<file path="src/hw/field_zero_defines.svh">
// Register offsets, field positions, reset values and timing counts of the field/zero block.
// Assumes a 100 MHz aclk and percentages in units of 0.01 % (10000 = 100.00 %).
`ifndef FIELD_ZERO_DEFINES_SVH
`define FIELD_ZERO_DEFINES_SVH
`define ADDR_CTRL 8'h00
`define ADDR_KEEP_WARM_LEVEL 8'h04
`define ADDR_DECAY_HOLD 8'h08
`define ADDR_ZERO_SPEED 8'h0C
`define ADDR_ZERO_CURRENT 8'h10
`define ADDR_MIN_FIELD 8'h14
`define ADDR_RATED_FIELD 8'h18
`define ADDR_SPILLOVER 8'h1C
`define ADDR_STATUS 8'h20
`define CTRL_KEEP_WARM 0
`define CTRL_IDLE_INHIBIT 1
`define CTRL_ZERO_REF_START 2
`define CTRL_WEAKENING 3
`define PCT_FULL 16'h2710
`define HYST_BAND 16'h0032
`define WEAKEN_STEP 16'h000A
`define RST_CTRL 4'h0
`define RST_KEEP_WARM_LEVEL 16'h0000
`define RST_DECAY_HOLD 16'h0000
`define RST_ZERO_SPEED 16'h0064
`define RST_ZERO_CURRENT 16'h0064
`define RST_MIN_FIELD 16'h0000
`define RST_RATED_FIELD 16'h2710
`define RST_SPILLOVER 16'h2710
`define CLK_PERIOD_NS 10
`define MS_PERIOD_NS 1000000
`define LOCKOUT_TIME_S 2
`define LOCKOUT_MS (`LOCKOUT_TIME_S * 1000)
`define RESP_OKAY 2'h0
`define RESP_SLVERR 2'h2
`endif

</file>
<file path="src/hw/field_zero_pkg.sv">
// Types of the field/zero block: start-lockout states and the whole-module state record.
// Assumes the defines header is compiled alongside.
package field_zero_pkg;
  // Zero-reference start sequence
  typedef enum logic [1:0] {start_idle, start_wait, start_ok, start_locked} start_state_t;
  // Complete module state
  typedef struct packed {
    logic aw_got;
    logic [7:0] aw_addr;
    logic w_got;
    logic [31:0] w_data;
    logic [3:0] w_strb;
    logic bvalid;
    logic [1:0] bresp;
    logic [7:0] ar_addr;
    logic rvalid;
    logic [31:0] rdata;
    logic [1:0] rresp;
    logic [3:0] ctrl;
    logic [15:0] keep_warm_field_level;
    logic [15:0] field_decay_hold_time;
    logic [15:0] zero_speed_threshold;
    logic [15:0] zero_current_threshold;
    logic [15:0] min_field_level;
    logic [15:0] rated_field;
    logic [15:0] spillover_level;
    logic [31:0] ms_div;
    logic [15:0] hold_ms;
    logic hold_active;
    logic [15:0] start_ms;
    start_state_t start_st;
    logic running;
    logic ref_zero;
    logic pre_zero;
    logic fb_zero;
    logic cur_zero;
    logic [15:0] weaken;
    logic [15:0] field_demand;
    logic firing_enable;
    logic loops_enable;
    logic contactor_on;
  } state_t;
endpackage : field_zero_pkg

</file>
<file path="src/hw/field_zero_ctrl.sv">
// Field demand outside running and zero-speed interlocks, with an AXI4-Lite register slave.
// Assumes all command and measurement inputs are synchronous to aclk.
//
// Summary of operation
// Standby off: field demand zero when stopped
// Running means run and (start or jog)
// Standby level 100.00% equals rated field
// Quench delay keeps field after stopping
// Field reference multiplies rated field current
// Clamp field demand at minimum field
// All zeros remove firing, loops stay active
// One speed threshold, one current threshold
// Zero current threshold never removes firing
// Idle inhibit removes firing and quenches loops
// Zero-reference start blocks current control
// Two seconds unmet: lockout, contactor off
// Symmetric thresholds, 0.5% hysteresis band
// Standstill uses total, start uses pre-ramp
// Speed null flag shares speed threshold
// Reference null flag always computed
// Spindle orientation needs idle inhibit off
// Minimum field set with 5% margin
// Derivative time 5 to 10% of integral
// Feedback derivative/integral ratio below three
// Weakening reduces field beyond spillover voltage
// Comparisons every cycle on magnitudes
`timescale 1ns/1ps
`include "field_zero_defines.svh"

module field_zero_ctrl #(
  parameter int MS_CYCLES = `MS_PERIOD_NS / `CLK_PERIOD_NS
) (
  input wire logic aclk,
  input wire logic aresetn,
  input wire logic [7:0] s_axi_awaddr,
  input wire logic s_axi_awvalid,
  output logic s_axi_awready,
  input wire logic [31:0] s_axi_wdata,
  input wire logic [3:0] s_axi_wstrb,
  input wire logic s_axi_wvalid,
  output logic s_axi_wready,
  output logic [1:0] s_axi_bresp,
  output logic s_axi_bvalid,
  input wire logic s_axi_bready,
  input wire logic [7:0] s_axi_araddr,
  input wire logic s_axi_arvalid,
  output logic s_axi_arready,
  output logic [31:0] s_axi_rdata,
  output logic [1:0] s_axi_rresp,
  output logic s_axi_rvalid,
  input wire logic s_axi_rready,
  input wire logic run_cmd,
  input wire logic start_cmd,
  input wire logic jog_cmd,
  input wire logic signed [15:0] speed_ref_total,
  input wire logic signed [15:0] speed_ref_preramp,
  input wire logic signed [15:0] speed_feedback,
  input wire logic signed [15:0] current_demand,
  input wire logic [15:0] field_ref,
  input wire logic [15:0] arm_voltage,
  output logic [15:0] field_demand,
  output logic firing_enable,
  output logic loops_enable,
  output logic current_ctrl_enable,
  output logic contactor_on,
  output logic lockout_flag,
  output logic speed_null_flag,
  output logic ref_null_flag
);
  import field_zero_pkg::*;

  state_t s; // Registered state
  state_t n; // Next state
  logic next_ms_tick; // One-cycle millisecond enable
  logic [15:0] next_run_level; // Field demand while running
  logic [15:0] next_min_level; // Minimum field in amps units
  logic next_idle; // Idle inhibit condition
  logic next_still; // Standstill firing removal

  ////////////////////////////////////////////////////////////////////////////////
  // Helpers
  // Magnitude, saturating so that -32768 does not wrap
  function automatic logic [15:0] mag(input logic signed [15:0] v);
    if (v == 16'sh8000) begin
      return 16'h7FFF;
    end
    return v[15] ? 16'(-v) : 16'(v);
  endfunction : mag

  // Zero decision with a band around the threshold
  function automatic logic hyst(input logic prev, input logic [15:0] m, input logic [15:0] thr);
    logic [16:0] hi;
    logic [15:0] lo;
    hi = {1'b0, thr} + {1'b0, `HYST_BAND};
    lo = (thr > `HYST_BAND) ? 16'(thr - `HYST_BAND) : 16'h0000;
    return prev ? ({1'b0, m} <= hi) : (m < lo);
  endfunction : hyst

  // Percentage scaling; wide product avoids overflow before the divide
  function automatic logic [15:0] scale(input logic [15:0] a, input logic [15:0] pct);
    logic [31:0] p;
    p = ({16'h0000, a} * {16'h0000, pct}) / 32'(`PCT_FULL);
    return (p > 32'h0000FFFF) ? 16'hFFFF : p[15:0];
  endfunction : scale

  // Byte-lane merge of the low two lanes
  function automatic logic [15:0] merge(input logic [15:0] old, input logic [31:0] d,
                                        input logic [3:0] st);
    return {st[1] ? d[15:8] : old[15:8], st[0] ? d[7:0] : old[7:0]};
  endfunction : merge

  ////////////////////////////////////////////////////////////////////////////////
  // Next-state logic
  always_comb begin
    n = s;
    // Millisecond divider
    next_ms_tick = (s.ms_div == 32'(MS_CYCLES - 1));
    n.ms_div = next_ms_tick ? 32'h00000000 : s.ms_div + 32'h00000001;

    // Bus write: address and data may arrive in either order
    if (s_axi_awvalid && s_axi_awready) begin
      n.aw_got = 1'b1;
      n.aw_addr = s_axi_awaddr;
    end
    if (s_axi_wvalid && s_axi_wready) begin
      n.w_got = 1'b1;
      n.w_data = s_axi_wdata;
      n.w_strb = s_axi_wstrb;
    end
    if (s.aw_got && s.w_got) begin
      n.aw_got = 1'b0;
      n.w_got = 1'b0;
      n.bvalid = 1'b1;
      n.bresp = `RESP_OKAY;
      unique case ({s.aw_addr[7:2], 2'b00})
        `ADDR_CTRL: n.ctrl = s.w_strb[0] ? s.w_data[3:0] : s.ctrl;
        `ADDR_KEEP_WARM_LEVEL: begin
          n.keep_warm_field_level = merge(s.keep_warm_field_level, s.w_data, s.w_strb);
        end
        `ADDR_DECAY_HOLD: begin
          n.field_decay_hold_time = merge(s.field_decay_hold_time, s.w_data, s.w_strb);
        end
        `ADDR_ZERO_SPEED: begin
          n.zero_speed_threshold = merge(s.zero_speed_threshold, s.w_data, s.w_strb);
        end
        `ADDR_ZERO_CURRENT: begin
          n.zero_current_threshold = merge(s.zero_current_threshold, s.w_data, s.w_strb);
        end
        `ADDR_MIN_FIELD: n.min_field_level = merge(s.min_field_level, s.w_data, s.w_strb);
        `ADDR_RATED_FIELD: n.rated_field = merge(s.rated_field, s.w_data, s.w_strb);
        `ADDR_SPILLOVER: n.spillover_level = merge(s.spillover_level, s.w_data, s.w_strb);
        // Status is read-only; anything else is unmapped
        default: n.bresp = `RESP_SLVERR;
      endcase
    end
    if (s.bvalid && s_axi_bready) begin
      n.bvalid = 1'b0;
    end

    // Bus read: one-cycle answer
    if (s_axi_arvalid && s_axi_arready) begin
      n.rvalid = 1'b1;
      n.rresp = `RESP_OKAY;
      unique case ({s_axi_araddr[7:2], 2'b00})
        `ADDR_CTRL: n.rdata = {28'h0000000, s.ctrl};
        `ADDR_KEEP_WARM_LEVEL: n.rdata = {16'h0000, s.keep_warm_field_level};
        `ADDR_DECAY_HOLD: n.rdata = {16'h0000, s.field_decay_hold_time};
        `ADDR_ZERO_SPEED: n.rdata = {16'h0000, s.zero_speed_threshold};
        `ADDR_ZERO_CURRENT: n.rdata = {16'h0000, s.zero_current_threshold};
        `ADDR_MIN_FIELD: n.rdata = {16'h0000, s.min_field_level};
        `ADDR_RATED_FIELD: n.rdata = {16'h0000, s.rated_field};
        `ADDR_SPILLOVER: n.rdata = {16'h0000, s.spillover_level};
        `ADDR_STATUS: begin
          n.rdata = {s.field_demand, 5'h00, s.hold_active, s.cur_zero, s.pre_zero,
                     s.ref_zero, s.fb_zero, s.start_st == start_locked, s.contactor_on,
                     s.loops_enable, s.firing_enable, s.start_st == start_ok, s.running};
        end
        default: begin
          n.rdata = 32'h00000000;
          n.rresp = `RESP_SLVERR;
        end
      endcase
    end else if (s.rvalid && s_axi_rready) begin
      n.rvalid = 1'b0;
    end

    // Run decision
    n.running = run_cmd && (start_cmd || jog_cmd);

    // Zero decisions on magnitudes, every cycle, one shared speed threshold
    n.ref_zero = hyst(s.ref_zero, mag(speed_ref_total), n.zero_speed_threshold);
    n.pre_zero = hyst(s.pre_zero, mag(speed_ref_preramp), n.zero_speed_threshold);
    n.fb_zero = hyst(s.fb_zero, mag(speed_feedback), n.zero_speed_threshold);
    // A zero threshold can never declare zero current
    n.cur_zero = (n.zero_current_threshold != 16'h0000) &&
                 hyst(s.cur_zero, mag(current_demand), n.zero_current_threshold);

    // Zero-reference start sequence, restarted whenever running stops
    if (!n.running) begin
      n.start_st = start_idle;
    end else begin
      unique case (s.start_st)
        start_idle: begin
          n.start_ms = 16'h0000;
          n.start_st = (n.ctrl[`CTRL_ZERO_REF_START] && !n.pre_zero) ? start_wait : start_ok;
        end
        start_wait: begin
          if (n.pre_zero) begin
            n.start_st = start_ok;
          end else if (next_ms_tick) begin
            if (s.start_ms == 16'(`LOCKOUT_MS - 1)) begin
              n.start_st = start_locked;
            end else begin
              n.start_ms = s.start_ms + 16'h0001;
            end
          end
        end
        start_ok: n.start_st = start_ok;
        start_locked: n.start_st = start_locked;
      endcase
    end

    // Quench delay starts as running ends
    if (n.running) begin
      n.hold_active = 1'b0;
    end else if (s.running) begin
      n.hold_ms = 16'h0000;
      n.hold_active = (n.field_decay_hold_time != 16'h0000);
    end else if (s.hold_active && next_ms_tick) begin
      if (s.hold_ms + 16'h0001 >= n.field_decay_hold_time) begin
        n.hold_active = 1'b0;
      end else begin
        n.hold_ms = s.hold_ms + 16'h0001;
      end
    end

    // Weakening factor: full until spillover, then trimmed back
    if (!n.ctrl[`CTRL_WEAKENING]) begin
      n.weaken = `PCT_FULL;
    end else if (next_ms_tick) begin
      if (arm_voltage > n.spillover_level) begin
        n.weaken = (s.weaken > `WEAKEN_STEP) ? 16'(s.weaken - `WEAKEN_STEP) : 16'h0000;
      end else if (s.weaken < `PCT_FULL) begin
        n.weaken = (`PCT_FULL - s.weaken > `WEAKEN_STEP) ? 16'(s.weaken + `WEAKEN_STEP) :
                   `PCT_FULL;
      end
    end

    // Field demand: external reference scales rated amps, then minimum clamp
    next_min_level = scale(n.rated_field, n.min_field_level);
    next_run_level = scale(scale(n.rated_field, field_ref), n.weaken);
    if (next_run_level < next_min_level) begin
      next_run_level = next_min_level;
    end
    if (n.running || n.hold_active) begin
      n.field_demand = next_run_level;
    end else if (n.ctrl[`CTRL_KEEP_WARM]) begin
      n.field_demand = scale(n.rated_field, n.keep_warm_field_level);
    end else begin
      n.field_demand = 16'h0000;
    end

    // Firing and loop gating
    next_idle = n.ctrl[`CTRL_IDLE_INHIBIT] && n.ref_zero && n.fb_zero;
    next_still = n.ref_zero && n.cur_zero && n.fb_zero;
    n.firing_enable = n.running && (n.start_st == start_ok) && !next_still && !next_idle;
    n.loops_enable = n.running && (n.start_st == start_ok) && !next_idle;
    n.contactor_on = n.running && (n.start_st != start_locked);
  end

  ////////////////////////////////////////////////////////////////////////////////
  // State register, synchronous active-low reset
  always_ff @(posedge aclk) begin
    if (!aresetn) begin
      s <= '0;
      s.ctrl <= `RST_CTRL;
      s.keep_warm_field_level <= `RST_KEEP_WARM_LEVEL;
      s.field_decay_hold_time <= `RST_DECAY_HOLD;
      s.zero_speed_threshold <= `RST_ZERO_SPEED;
      s.zero_current_threshold <= `RST_ZERO_CURRENT;
      s.min_field_level <= `RST_MIN_FIELD;
      s.rated_field <= `RST_RATED_FIELD;
      s.spillover_level <= `RST_SPILLOVER;
      s.weaken <= `PCT_FULL;
      s.start_st <= start_idle;
    end else begin
      s <= n;
    end
  end

  // Handshakes combinational; new address/data held off until the response leaves
  assign s_axi_awready = !s.aw_got && !s.bvalid;
  assign s_axi_wready = !s.w_got && !s.bvalid;
  assign s_axi_arready = !s.rvalid;
  assign s_axi_bvalid = s.bvalid;
  assign s_axi_bresp = s.bresp;
  assign s_axi_rvalid = s.rvalid;
  assign s_axi_rdata = s.rdata;
  assign s_axi_rresp = s.rresp;
  assign field_demand = s.field_demand;
  assign firing_enable = s.firing_enable;
  assign loops_enable = s.loops_enable;
  assign current_ctrl_enable = s.start_st == start_ok;
  assign contactor_on = s.contactor_on;
  assign lockout_flag = s.start_st == start_locked;
  assign speed_null_flag = s.fb_zero;
  assign ref_null_flag = s.ref_zero;
endmodule : field_zero_ctrl

</file>
<file path="config.mk">
export PLATFORM = sky130hd
export DESIGN_NAME = field_zero_ctrl
export DESIGN_NICKNAME = d
export VERILOG_FILES = /design/src/hw/field_zero_pkg.sv /design/src/hw/field_zero_ctrl.sv
export VERILOG_INCLUDE_DIRS = /design/src /design/src/hw
export SDC_FILE = /design/constraint.sdc
export NUM_CORES = 2
export LEC_CHECK = 0
export BUFFER_PORTS_ARGS = -buffer_cell sky130_fd_sc_hd__buf_2
export CORE_AREA = 2 2 474 476
export DETAILED_ROUTE_END_ITERATION = 6
export DIE_AREA = 0 0 476 478
export PLACE_DENSITY_LB_ADDON = 0.12
export SLEW_MARGIN = 20
export SYNTH_ARGS = -nofsm -noshare
export SYNTH_HDL_FRONTEND = slang
export SYNTH_SLANG_ARGS = --single-unit
</file>
<file path="constraint.sdc">
create_clock -name aclk -period 83.2 [get_ports aclk]
set_input_delay 12.48 -clock aclk [delete_from_list [all_inputs] [get_ports aclk]]
set_output_delay 12.48 -clock aclk [all_outputs]
set_load 0.05 [all_outputs]
</file>
Word-level counts from Yosys, hierarchy flattened. Index checks and enable logic that the tools add are counted.

Add/sub/neg operators: 14. Multipliers: 4. Divide/modulo/power cells: 4. Order comparisons: 20. Equal/unequal tests: 30. Multiplexer cells: 78. Bitwise operators: 2. Reduce and logical (&&, ||, !) cells: 45.

Operators with widths (number): 16-bit two-way mux (37); 32-bit one-hot mux with 9 select lines (1); 32-bit by 14-bit divider with 32-bit output (second input constant) (4); 32-bit by 16-bit > comparator with 1-bit output (second input constant) (4); 16-bit by 16-bit multiplier with 32-bit output (4); 116-bit two-way mux (1); 8-bit two-way mux (14); 16-bit less-than comparator (5); 16-bit by 17-bit <= comparator with 1-bit output (4); 16-bit equality test (second input constant) (4); 16-bit negator (4); 6-bit by 3-bit equality test with 1-bit output (second input constant) (8); 16-bit by 6-bit adder with 17-bit output (second input constant) (2); 17-bit two-way mux (2); 16-bit by 1-bit adder with 16-bit output (second input constant) (2); 32-bit by 1-bit adder with 32-bit output (second input constant) (1); 32-bit by 17-bit equality test with 1-bit output (second input constant) (1); 16-bit by 4-bit > comparator with 1-bit output (second input constant) (2); 16-bit by 6-bit > comparator with 1-bit output (second input constant) (2); 16-bit one-hot mux with 2 select lines (1); 16-bit nonzero test (2); 16-bit by 6-bit subtractor with 16-bit output (second input constant) (2); 6-bit by 2-bit equality test with 1-bit output (second input constant) (4); 1-bit logical AND (21); other kinds (28) (65).

Bits in registers: 289. Input bits: 158. Output and inout bits: 64. Logic and storage cells: 230.

Longest topological paths before layout.
Word-level depth: 16. Mapped depth: 197. Mapped depth without buffers: 170.

Worst setup path before layout. OpenSTA, ideal clock, no wires.

Kind: input -> register. Start: input port field_ref[3]. End: register s (netlist bit field_demand[13]). Library setup time: 0.123 ns. Arrival time: 54.839 ns. Data required time: 83.077 ns. Setup slack: 28.237 ns. Stages on the path: 173. Path buffers: 14. Cell sequence: clkbuf_1 nand2_1 fa_1 inv_1 fa_1 inv_1 fa_1 inv_1 fa_1 fa_1 inv_1 fa_1 inv_1 ha_1 buf_2 nand2_1 o21a_1 a31oi_1 [137 not listed] maj3_2 nor3_2 o21ai_2 a21o_4 a31o_1 a311o_1 xnor2_1 a221o_1 o2bb2ai_1 a221o_1 nand3_1 o21ai_1 a221oi_2 o21a_4 o21ai_2 buf_6 o221ai_1 o21ai_1.

Cells in the longest elaborated chain, start to end: 11.

Ends and longest elaborated chain: start, declared (RTL line field_zero_ctrl.sv:59) `input wire logic [15:0] field_ref,`; 16-bit by 16-bit multiplier with 32-bit output * (RTL line field_zero_ctrl.sv:102) `` p = ({16'h0000, a} * {16'h0000, pct}) / 32'(`PCT_FULL); ``; 32-bit by 14-bit divider with 32-bit output * (RTL line field_zero_ctrl.sv:102); 32-bit by 16-bit > comparator with 1-bit output (RTL line field_zero_ctrl.sv:103) `return (p > 32'h0000FFFF) ? 16'hFFFF : p[15:0];`; 16-bit two-way mux * (RTL line field_zero_ctrl.sv:103); 16-bit by 16-bit multiplier with 32-bit output * (RTL line field_zero_ctrl.sv:102); 32-bit by 14-bit divider with 32-bit output * (RTL line field_zero_ctrl.sv:102); 32-bit by 16-bit > comparator with 1-bit output (RTL line field_zero_ctrl.sv:103); 16-bit two-way mux * (RTL line field_zero_ctrl.sv:103); 16-bit less-than comparator (RTL line field_zero_ctrl.sv:252) `if (next_run_level < next_min_level) begin`; 16-bit two-way mux * (RTL line field_zero_ctrl.sv:252); 16-bit two-way mux * (RTL line field_zero_ctrl.sv:255) `if (n.running || n.hold_active) begin`; end signal, assigned (RTL line field_zero_ctrl.sv:287) `s <= n;`; end, declared (RTL line field_zero_ctrl.sv:72) `state_t s;`.

Mark *: on every way between the ends. The rest lies on a longest branch, timed or not. A chain may end at the register's enable or synchronous reset.

Worst setup path after layout.
Start: input port field_ref[3]. End: register s (netlist bit field_demand[9]).

Same word-level chain as after synthesis.

==> flow_summary.json <==
{
  "hpwl_um": 249000,
  "track_usage": 0.264,
  "io-pin-count": 222,
  "synth_seq_cells": 285,
  "drt_iter0_drc": 6006,
  "slew_violations": 0,
  "cts_tree": "yes",
  "synthFlopType": "dfxtp_1",
  "die_h_um": 478,
  "ys_seq_area_frac": 0.0660,
  "cpMostUsedCell": "fa_1",
  "cp-start-kind": "primary input",
  "hold_violations": 0,
  "die_area_sq_mm": 0.228,
  "setup.worst_path.class": "primary input to flop",
  "status": "finished with violations",
  "drc_errors": 1,
  "initial_core_util": 0.387,
  "antenna_left": 0,
  "rows": 174,
  "antenna_found_initial": 31,
  "cts_max_path_buffers": 3,
  "routed_via_density": 5.89,
  "dpl_cell_area_sq_mm": 0.0896,
  "syn_inst": 11100,
  "endpoint_kind": "flop",
  "clock_latency_ns": 0.65,
  "numCtsBuffers": 36,
  "largest_register": "s",
  "holdPathStages": 2,
  "routedWlPerCell_um": 21.8,
  "slowest_delay_ns": 0.84,
  "hold_end": "s[74]",
  "grt_pass1_vias": 81900,
  "grt-ovfl-total": 0,
  "hold_class": "flop to flop",
  "worstPathRequired_ns": 83.62,
  "h-tree-depth": 2,
  "rsz0062_at_grt": "no",
  "synthArstFlopShare": 0,
  "postSynthAreaPerCell_sq_um": 7.76,
  "crit-reg2reg-launch": "s[305]",
  "r2r_slack_ns": 25.57,
  "grt_max_degree": 90,
  "syn_area_sq_mm": 0.0864,
  "core-area_sq_mm": 0.223,
  "clock_skew_ns": 0.0670,
  "cap_violations": 0,
  "dr.pass1.iters": 7,
  "finalSetupViolations": 0,
  "reg2reg_to": "field_demand[9]",
  "ys_warn_count": 0,
  "gp_congestion": 0.924,
  "vias": 82700,
  "post-cts-setup-buffers": 0,
  "register_area_sq_mm": 0.00571,
  "slew_headroom": 0.155,
  "violations": "design-rule violations",
  "portBuffers": 197,
  "clk_pin_slew_ns": 0.06,
  "area_growth_pct": 5.28,
  "nets": 12500,
  "cp.arrival_ns": 67.53,
  "reg2reg_depth": 167,
  "cts_sinks": 285,
  "synth-edff-count": 0,
  "fillers": 23000,
  "cts_root_buffer": "clkbuf_16",
  "largest_reg_flops": 228,
  "placedCellCount": 14000,
  "crit_path_max_fanout": 17,
  "cp_slowest_cell": "o311ai_2",
  "tns_ns": 0,
  "wirelength_um": 305000,
  "die_w_um": 476,
  "cts_resized": 0,
  "stdcell_count": 14000,
  "min_period_ns": 67.10,
  "tightest_slew_ns": 1.23,
  "multiInputGateArea_sq_mm": 0.0744,
  "fmax_mhz": 14.9,
  "fin_area_sq_mm": 0.0909,
  "drive_above_1_share": 0.102,
  "ys_types": 198,
  "ctsHoldBuffers": 0,
  "finalCritPeriodShare": 0.807,
  "grt_pass1_wl_um": 479000,
  "worstHoldStart": "s[74]"
}
==> stage by stage <==
stage / worst slack, ns / hold slack, ns / util
6_report: 16.10 / 0.490 / 0.408
5_1_grt: 12.22 / 0.525 / 0.407
4_1_cts: 16.87 / 0.496 / 0.407
3_5_place_dp: 16.42 / 0.486 / 0.402
3_3_place_gp: 16.90 / 0.465 / 0.402
2_1_floorplan: 28.24 / 0.449 / -
==> cells in the final DEF (no fill, tap or decap), types with 103 or more instances in the layout <==
cell type | synthesis | routed
xnor2_1 | 395 | 394
inv_1 | 995 | 995
nor2b_1 | 187 | 187
buf_2 | 40 | 196
buf_4 | 67 | 152
nand2_1 | 1287 | 1286
ha_1 | 604 | 604
nand4_1 | 105 | 105
o21ai_0 | 425 | 424
a21oi_1 | 528 | 527
o21a_1 | 113 | 113
a21o_1 | 129 | 129
o211ai_1 | 103 | 103
nor3_1 | 239 | 234
xor2_1 | 209 | 209
mux2i_1 | 183 | 177
nand3_1 | 249 | 249
nand2b_1 | 119 | 119
dfxtp_1 | 285 | 285
a31oi_1 | 137 | 135
fa_1 | 776 | 776
nor2_1 | 924 | 920
and2_1 | 330 | 330
a211oi_1 | 118 | 118
==> how the worst max path moves through the flow <==
stage | startpoint | to | slack, ns
floorplan | field_ref[3] | field_demand[13] | 28.24
global placement | field_ref[3] | field_demand[9] | 16.90
detailed placement | field_ref[3] | field_demand[9] | 16.42
CTS | field_ref[3] | field_demand[9] | 16.87
global route | field_ref[3] | field_demand[1] | 12.22
finish | field_ref[3] | field_demand[9] | 16.10
==> cell usage after synthesis, types with 69 or more instances <==
library cell | n | area (sq um)
nand2_1 | 1287 | 4830
or3_1 | 98 | 613
mux2i_1 | 183 | 1830
o21a_1 | 113 | 848
o31ai_1 | 92 | 691
or2_2 | 72 | 450
o21ai_1 | 84 | 420
dfxtp_1 | 285 | 5710
xor2_1 | 209 | 1830
nand4_1 | 105 | 657
nor3_1 | 239 | 1200
nor2b_1 | 187 | 1170
a21o_1 | 129 | 968
nand2b_1 | 119 | 744
ha_1 | 604 | 7560
o21ai_0 | 425 | 2130
nor2_1 | 924 | 3470
nand3_1 | 249 | 1250
a21boi_0 | 69 | 518
inv_1 | 995 | 3730
a211oi_1 | 118 | 886
and2_1 | 330 | 2060
nor4_1 | 84 | 526
clkbuf_1 | 318 | 1190
a31oi_1 | 137 | 857
fa_1 | 776 | 15500
a21oi_1 | 528 | 2640
xnor2_1 | 395 | 3460
and3_1 | 88 | 551
o211ai_1 | 103 | 773
mux2_2 | 98 | 1100
==> worst max-delay path, delay by kind of cell <==
| family | cells | cell delay, ns |
|---|---|---|
| simple gates | 46 | 11.48 |
| xor+xnor | 8 | 3.60 |
| compound gates | 79 | 29.57 |
| fa+ha+maj | 16 | 7.76 |
| mux | 3 | 1.50 |
| buf+inv | 8 | 1.00 |
==> per-layer routing <==
| layer | global-route usage | up-vias | wire, um |
|---|---|---|---|
| met3 | 0.0320 | 391 | 15800 |
| met2 | 0.438 | 2184 | 142000 |
| met5 | 0 | - | 127 |
| met4 | 0.125 | 18 | 16100 |
| met1 | 0.340 | 40900 | 132000 |
| li1 | - | 39200 | - |
==> area by class of cell <==
type / count / share of cell area
Multi-Input combinational cell: 9335 / 0.818
Sequential cell: 285 / 0.0627
Inverter: 999 / 0.0412
Tap cell: 2992 / 0.0412
Timing Repair Buffer: 349 / 0.0235
Clock buffer: 43 / 0.0105
Clock inverter: 21 / 0.00292
Antenna cell: 16 / 0.000440
==> logic make-up (layout without fill, tap and decap cells) <==
| kind of cell | count (synthesis) | after routing | synth area share |
|---|---|---|---|
| and+or+nand+nor | 4118 | 4118 | 0.237 |
| AOI/OAI and AO/OA | 2878 | 2878 | 0.248 |
| DFF | 285 | 285 | 0.0660 |
| adders and majority gates | 1417 | 1417 | 0.272 |
| muxes | 289 | 289 | 0.0354 |
| buffers and inverters | 1507 | 1412 | 0.0751 |
| other | 1 | 18 | 0.0000434 |
| xor gates and xnor gates | 631 | 631 | 0.0668 |
Power is left out: the tool's default activity adds up to more than one toggle a clock period on the data nets, which glitch-free logic cannot reach.
